[src/cpd_pkg.sv]
// cpd_pkg: control latch layout, reset values and timing constants
// assumes a single 200 MHz clock domain
package cpd_pkg;
    localparam int unsigned CPD_CLK_MHZ = 200;
    localparam logic [0:0] CPD_ADDR_WIDTH_LATCH = 1'h0;
    localparam logic [0:0] CPD_ADDR_CONTROL = 1'h1;
    localparam logic [7:0] CPD_CTRL_RESET = 8'h47;
    localparam logic [7:0] CPD_WIDTH_RESET = 8'h00;
    localparam int unsigned CPD_DT_LSB = 0;
    localparam int unsigned CPD_DT_MSB = 2;
    localparam int unsigned CPD_LOCK_BIT = 4;
    localparam int unsigned CPD_DIV_BIT = 5;
    localparam int unsigned CPD_RES_BIT = 6;
    localparam int unsigned CPD_STOP_BIT = 7;
    localparam logic [7:0] CPD_LOCKED_KEEP_MASK = 8'h7f;
    localparam logic [1:0] CPD_DT_STEP_CLKS = 2'h2;
    localparam logic [7:0] CPD_PERIOD_7BIT_MAX = 8'h7f;
    localparam logic [7:0] CPD_PERIOD_8BIT_MAX = 8'hff;
    localparam logic [8:0] CPD_FULL_7BIT = 9'h080;
    localparam logic [8:0] CPD_FULL_8BIT = 9'h100;
    typedef enum logic [2:0] {
        CPD_ST_IDLE = 3'b001,
        CPD_ST_DEAD = 3'b010,
        CPD_ST_ON = 3'b100
    } cpd_leg_type;
endpackage

[src/cpd_deadtime.sv]
// cpd_deadtime: dead-time counter that blanks both legs after any turn-off when the code is non-zero
// assumes the raw comparator level arrives on the same clock
`timescale 1ns/1ps
module cpd_deadtime
    import cpd_pkg::*;
#(
    parameter int unsigned DT_W = 3
) (
    input wire logic mclk,
    input wire logic srst,
    input wire logic raw_high,
    input wire logic enable,
    input wire logic [DT_W-1:0] dt_code,
    output logic leg_a,
    output logic leg_b
);
    logic [DT_W+1:0] cnt_q;
    logic raw_q;
    logic busy;
    logic fall;

    assign busy = (cnt_q != '0);
    assign fall = enable && (raw_high != raw_q);

    always_ff @(posedge mclk) begin
        if (srst || !enable) begin
            raw_q <= raw_high;
        end else begin
            raw_q <= raw_high;
        end
    end

    // restart blanking on every comparator edge; code zero gives none
    always_ff @(posedge mclk) begin
        if (srst || !enable) begin
            cnt_q <= '0;
        end else if (fall) begin
            cnt_q <= (DT_W+2)'({dt_code, 1'b0});
            if (dt_code == '0) begin
                cnt_q <= '0;
            end
        end else if (busy) begin
            cnt_q <= cnt_q - (DT_W+2)'(1);
        end
    end

    // an edge in progress or blanking keeps both legs off
    always_ff @(posedge mclk) begin
        if (srst || !enable) begin
            leg_a <= 1'b0;
            leg_b <= 1'b0;
        end else if ((fall && dt_code != '0) || (busy && cnt_q != (DT_W+2)'(1))) begin
            leg_a <= 1'b0;
            leg_b <= 1'b0;
        end else begin
            leg_a <= raw_high;
            leg_b <= !raw_high;
        end
    end
endmodule

[src/cpd_pwm.sv]
// What this block does
// - resolution bit zero gives 7-bit counter
// - divide bit halves the counter clock
// - periods of 128, 256 or 512 clocks
// - reset loads control latch 01000111
// - reset gives max dead-time, outputs stopped
// - lock cleared only by reset
// - locked: only stop bit stays writable
// - no power-up reset; latches await reset
// - reset clears pulse width latch
// - one unlocked control write updates all bits
// - dead-time code zero adds no blanking
// - each turn-off blanks both for dead-time
// - too-short on-time keeps that output off
// - no dead-time at 0 or 100 percent
// - new width acts one clock after write
// - unsynchronized width writes accepted safely
// - stop or disable forces outputs low
// - dead-time codes zero to seven valid
// - width sets first output high time
//
// cpd_pwm: complementary pwm generator with control and width latches
// assumes register port on mclk; output_disable is an asynchronous pin
`timescale 1ns/1ps
module cpd_pwm
    import cpd_pkg::*;
#(
    parameter int unsigned DATA_W = 8
) (
    input wire logic mclk,
    input wire logic srst,
    input wire logic [0:0] reg_addr,
    input wire logic [DATA_W-1:0] reg_wdata,
    input wire logic reg_wr,
    input wire logic reg_rd,
    output logic [DATA_W-1:0] reg_rdata,
    input wire logic output_disable,
    output logic pwm_out_high_side,
    output logic pwm_out_complement,
    output logic outputs_enabled,
    output logic [DATA_W-1:0] pwm_count
);
    logic [7:0] ctrl_q;
    logic [7:0] pulse_width_value;
    logic [7:0] cnt_q;
    logic prescale_q;
    logic tick;
    logic period_end;
    logic [7:0] period_max;
    logic [8:0] full_width;
    logic [8:0] width_eff;
    logic raw_high;
    logic dis_meta_q;
    logic dis_sync_q;
    logic run_q;
    logic stop_now;
    logic deadtime_code_b0;
    logic deadtime_code_b1;
    logic deadtime_code_b2;

    assign deadtime_code_b0 = ctrl_q[CPD_DT_LSB];
    assign deadtime_code_b1 = ctrl_q[CPD_DT_LSB+1];
    assign deadtime_code_b2 = ctrl_q[CPD_DT_MSB];

    // pin synchroniser for the disable input
    always_ff @(posedge mclk) begin
        if (srst) begin
            dis_meta_q <= 1'b0;
            dis_sync_q <= 1'b0;
        end else begin
            dis_meta_q <= output_disable;
            dis_sync_q <= dis_meta_q;
        end
    end

    // control latch: lock keeps all but stop; lock only reset clears
    always_ff @(posedge mclk) begin
        if (srst) begin
            ctrl_q <= CPD_CTRL_RESET;
        end else if (reg_wr && reg_addr == CPD_ADDR_CONTROL) begin
            if (ctrl_q[CPD_LOCK_BIT]) begin
                ctrl_q <= (ctrl_q & CPD_LOCKED_KEEP_MASK)
                    | (reg_wdata[7:0] & ~CPD_LOCKED_KEEP_MASK);
            end else begin
                ctrl_q <= reg_wdata[7:0];
            end
        end
    end

    // width latch, taken on any cycle with no alignment needed
    always_ff @(posedge mclk) begin
        if (srst) begin
            pulse_width_value <= CPD_WIDTH_RESET;
        end else if (reg_wr && reg_addr == CPD_ADDR_WIDTH_LATCH) begin
            pulse_width_value <= reg_wdata[7:0];
        end
    end

    always_ff @(posedge mclk) begin
        if (srst) begin
            reg_rdata <= '0;
        end else if (reg_rd) begin
            reg_rdata <= (reg_addr == CPD_ADDR_CONTROL) ? DATA_W'(ctrl_q)
                : DATA_W'(pulse_width_value);
        end else begin
            reg_rdata <= '0;
        end
    end

    // prescaler: tick every clock or every second clock
    assign tick = !ctrl_q[CPD_DIV_BIT] || prescale_q;
    always_ff @(posedge mclk) begin
        if (srst) begin
            prescale_q <= 1'b0;
        end else begin
            prescale_q <= !prescale_q;
        end
    end

    assign period_max = ctrl_q[CPD_RES_BIT] ? CPD_PERIOD_8BIT_MAX
        : CPD_PERIOD_7BIT_MAX;
    assign full_width = ctrl_q[CPD_RES_BIT] ? CPD_FULL_8BIT : CPD_FULL_7BIT;
    assign period_end = tick && (cnt_q >= period_max);

    always_ff @(posedge mclk) begin
        if (srst) begin
            cnt_q <= '0;
        end else if (period_end) begin
            cnt_q <= '0;
        end else if (tick) begin
            cnt_q <= cnt_q + 8'h01;
        end
    end

    // 7-bit mode: any width with bit 7 set means full on
    always_comb begin
        if (!ctrl_q[CPD_RES_BIT] && pulse_width_value[7]) begin
            width_eff = full_width;
        end else if (ctrl_q[CPD_RES_BIT] && pulse_width_value == 8'hff) begin
            width_eff = full_width;
        end else begin
            width_eff = {1'b0, pulse_width_value};
        end
    end

    // live compare against the latch, so a write acts within the cycle
    assign raw_high = {1'b0, cnt_q} < width_eff;

    // stop or disable kills outputs at once; resume at period start only
    assign stop_now = !ctrl_q[CPD_STOP_BIT] || dis_sync_q;
    always_ff @(posedge mclk) begin
        if (srst) begin
            run_q <= 1'b0;
        end else if (stop_now) begin
            run_q <= 1'b0;
        end else if (period_end) begin
            run_q <= 1'b1;
        end
    end

    cpd_deadtime #(
        .DT_W(3)
    ) u_deadtime (
        .mclk(mclk),
        .srst(srst),
        .raw_high(raw_high),
        .enable(run_q && !stop_now),
        .dt_code({deadtime_code_b2, deadtime_code_b1, deadtime_code_b0}),
        .leg_a(pwm_out_high_side),
        .leg_b(pwm_out_complement)
    );

    always_ff @(posedge mclk) begin
        if (srst) begin
            outputs_enabled <= 1'b0;
            pwm_count <= '0;
        end else begin
            outputs_enabled <= run_q && !stop_now;
            pwm_count <= DATA_W'(cnt_q);
        end
    end
endmodule

[config.mk]
export PLATFORM = sky130hd
export DESIGN_NAME = cpd_pwm
export DESIGN_NICKNAME = d
export VERILOG_FILES = /design/src/cpd_pkg.sv /design/src/cpd_deadtime.sv /design/src/cpd_pwm.sv
export SDC_FILE = /design/constraint.sdc
export NUM_CORES = 1
export LEC_CHECK = 0
export BUFFER_PORTS_ARGS = -buffer_cell sky130_fd_sc_hd__buf_2
export CORE_ASPECT_RATIO = 0.9
export CORE_MARGIN = 10
export CORE_UTILIZATION = 50
export DETAILED_ROUTE_END_ITERATION = 10
export MAX_ROUTING_LAYER = met4
export PLACE_DENSITY = 0.79
export SYNTH_ARGS = -nofsm -noshare
export SYNTH_HDL_FRONTEND = slang
export SYNTH_SLANG_ARGS = --single-unit
[constraint.sdc]
create_clock -name mclk -period 6.15 [get_ports mclk]
set_input_delay 0 -clock mclk [delete_from_list [all_inputs] [get_ports mclk]]
set_output_delay 0 -clock mclk [all_outputs]
set_load 0.02 [all_outputs]
==> flow_metrics.py <==
metrics = {
    "run_status": {
        "outcome": "finished clean",
    },
    "yosys": {
        "ys_types": 41,
        "syn_area_sq_mm": 0.00231,
        "ys_top_cells_by_area": "dfxtp_1 46%, mux2i_1 9.5%, ha_1 6.5%",
        "synth_top_area_frac": 0.460,
        "synth_edf_count": 0,
        "seq_area_frac_synth": 0.460,
        "netlist_instances": 238,
        "yosys.area.top_type": "dfxtp_1",
        "ys_ff_latch": 53,
        "syn_area_per_cell_sq_um": 9.70,
        "syn-num-nets": 264,
        "synth-async-reset-ratio": 0,
        "ys_warn_count": 0,
        "synth_flop_cell": "dfxtp_1",
    },
    "layout": {
        "area_growth_pct": 16.7,
        "num_antenna_cells": 0,
        "fillers": 399,
        "fin_area_sq_mm": 0.00269,
        "nNetsFinal": 304,
        "drive_above_1_share": 0.165,
    },
    "power": {
        "ir_drop_mv": 0.172,
        "swShare": 0.258,
        "intPower_w": 0.000485,
        "clkPwrFrac": 0.302,
        "p_sw_w": 0.000169,
        "seq_power_share": 0.573,
        "comb_power_share": 0.125,
        "p_leak_nw": 1.15,
        "power.density_mw_per_mm2": 243,
    },
    "placed_design": {
        "hpwl_um": 3470,
        "dpl-instance-area_sq_mm": 0.00249,
        "place_congestion": 0.869,
        "io_buffers": 32,
    },
    "floorplan": {
        "die_w_um": 91.6,
        "io-pin-count": 33,
        "rows": 23,
        "dieArea_sq_mm": 0.00774,
        "coreArea_sq_mm": 0.00446,
        "dieHeight_um": 84.5,
        "initial_core_util": 0.518,
    },
    "setup_path": {
        "cp.arrival_ns": 2.95,
        "endpoint": "u_deadtime.cnt_q[3]",
        "path_cells": "nand4_1, o21ai_0, nand2_1, nand2_1, ha_1, a21o_1, a221oi_1, a221o_1, xor2_2, mux2i_1",
        "r2r_cells": 10,
        "critPathMaxFanout": 10,
        "slowest_stage": "a221o_1",
        "rr_startpoint": "pulse_width_value[5]",
        "reg2reg_to": "u_deadtime.cnt_q[3]",
        "crit_path_max_incr_delay_ns": 0.48,
        "crit_required_ns": 6.40,
        "crit_type": "reg -> reg",
        "reg2reg_slack_ns": 3.44,
        "cp-startpoint": "pulse_width_value[5]",
        "crit_top_cell": "nand2_1",
        "start_kind": "flip-flop",
        "setup.worst_path.end_class": "flip-flop",
    },
    "cts": {
        "htree_levels": 2,
        "clock-sinks": 53,
        "clock-root-buffer": "clkbuf_8",
        "numCtsBuffers": 5,
        "postCtsSetupBuffers": 0,
        "cts_buffer_depth": 2,
        "clk_pin_slew_ns": 0.09,
        "cts_tree": "yes",
        "clk_latency_ns": 0.31,
    },
    "routing": {
        "drc": 0,
        "ant_nets": 0,
        "drtPass1Iterations": 4,
        "routedWlPerCell_um": 14.0,
        "routed_via_density": 5.12,
        "num_vias": 1740,
        "drt_iter0_drc": 62,
        "drt_wl_total_um": 4760,
    },
    "global_routing": {
        "grt_pass1_wl_um": 8140,
        "antenna_found_initial": 0,
        "track_usage": 0.131,
        "first_global_vias": 1780,
        "grt.overflow.total": 0,
        "grt_max_degree": 31,
    },
    "flow_run": {
        "maxCapViolCount": 0,
    },
    "timing": {
        "relSlewSlack": 0.372,
        "setup_viol": 0,
        "fin_skew_ns": 0.00623,
        "min_period_over_period": 0.440,
        "whs_ns": 0.0293,
        "grt_setup_unrepaired": "no",
        "hold_viol_final": 0,
        "fmax_mhz": 369,
        "tns_ns": 0,
        "drv_slew": 0,
        "worst_pin_slew_ns": 0.941,
        "post-route-min-period_ns": 2.71,
    },
    "min_path": {
        "hold_class": "in -> reg",
    },
}
-- power groups by stage --
| stage | clock network [W] | logic (W) | registers, W |
|---|---|---|---|
| after floorplan | 0 | 0.0000676 | 0.000378 |
| after global placement | 0 | 0.0000742 | 0.000382 |
| after detailed placement | 0 | 0.0000769 | 0.000383 |
| after CTS | 0.000204 | 0.0000826 | 0.000375 |
| after global routing | 0.000218 | 0.0000897 | 0.000378 |
| final | 0.000197 | 0.0000819 | 0.000375 |
-- cell usage in the layout, fill, tap and decap left out, types with 5 or more instances in the layout --
cell	n
nor2_1	38
buf_2	32
dlygate4sd3_1	11
nand4_1	5
ha_1	12
xor2_1	6
dfxtp_1	53
nor3_1	7
mux2i_1	22
nand2_1	16
nor2b_1	15
clkbuf_8	6
nand3_1	6
-- cell families after synthesis --
family,after synthesis,synth area share
AND/OR/NAND/NOR,102,0.223
multiplexers,23,0.102
adder cells (fa/ha/maj),12,0.0650
AO/OA/AOI/OAI,23,0.0759
XOR/XNOR,11,0.0450
buffers and inverters,14,0.0293
flip-flops,53,0.460
-- stage by stage --
stage               power, W  std cells   util  worst slack [ns]
floorplan           0.000446        238      -              3.91
global placement    0.000456        322  0.559              3.65
detailed placement  0.000460        322  0.559              3.52
CTS                 0.000661        340  0.604              3.45
global route        0.000686        340  0.604              3.19
finish              0.000654        340  0.604              3.44
-- final cells by class --
| cell class | count | area [sq um] | share of cell area |
|---|---|---|---|
| multi-input combinational | 171 | 1180 | 0.438 |
| sequential | 53 | 1060 | 0.394 |
| timing repair buffer | 43 | 270 | 0.100 |
| clock buffer | 6 | 82.6 | 0.0307 |
| tap | 62 | 77.6 | 0.0288 |
| inverter | 4 | 15.0 | 0.00557 |
| clock inverter | 1 | 7.51 | 0.00279 |
-- timing repair --
item,in CTS,in global routing
hold endpoints to repair,17,0
gates resized for setup,0,0
hold buffers,11,0
-- state kept, by name, summed over array words and instances, names as in the netlist, 5 cells and up --
name and count:
reg_rdata 8, ctrl_q 8, pwm_count 8, u_deadtime.cnt_q 5, cnt_q 8, pulse_width_value 8
-- cells in the mapped netlist (2+ instances only) --
master    instances
a211o_1           4
a21o_1            2
a21oi_1           3
buf_6             2
clkbuf_1          7
dfxtp_1          53
ha_1             12
inv_1             3
mux2i_1          22
nand2_1          16
nand2b_1          3
nand3_1           6
nand4_1           5
nand4b_1          2
nor2_1           38
nor2b_1          15
nor3_1            7
o211ai_1          2
o21a_1            3
o21ai_0           3
or2_1             2
xnor2_1           4
xor2_1            6
-- how the worst min path moves through the flow --
stage	startpoint	end	slack [ns]	depth (start not counted)
5_1_grt	reg_wr	ctrl_q[7]	0.05	4
3_5_place_dp	output_disable	dis_meta_q	0.22	2
4_1_cts	reg_wr	ctrl_q[7]	0.02	4
3_3_place_gp	output_disable	dis_meta_q	0.21	2
2_1_floorplan	reg_wdata[6]	ctrl_q[6]	0.12	1
6_report	reg_wr	ctrl_q[7]	0.03	4
-- worst max-delay path, delay by kind of cell (launching register included) --
kind                       cells  cell delay (ns)
muxes                          1             0.19
xor gates and xnor gates       1             0.23
AOI/OAI and AO/OA              4             1.13
DFF                            1             0.41
and+or+nand+nor                3             0.43
adders and majority gates      1             0.24
-- per-layer routing --
metal | vias to the layer above | routed length (um) | GRT usage
met5 | - | 0 | -
met4 | 0 | 112 | 0.0640
met3 | 10 | 211 | 0.0383
met2 | 33 | 2240 | 0.203
met1 | 802 | 2200 | 0.151
li1 | 895 | - | -
(Power assumes the default switching activity.)
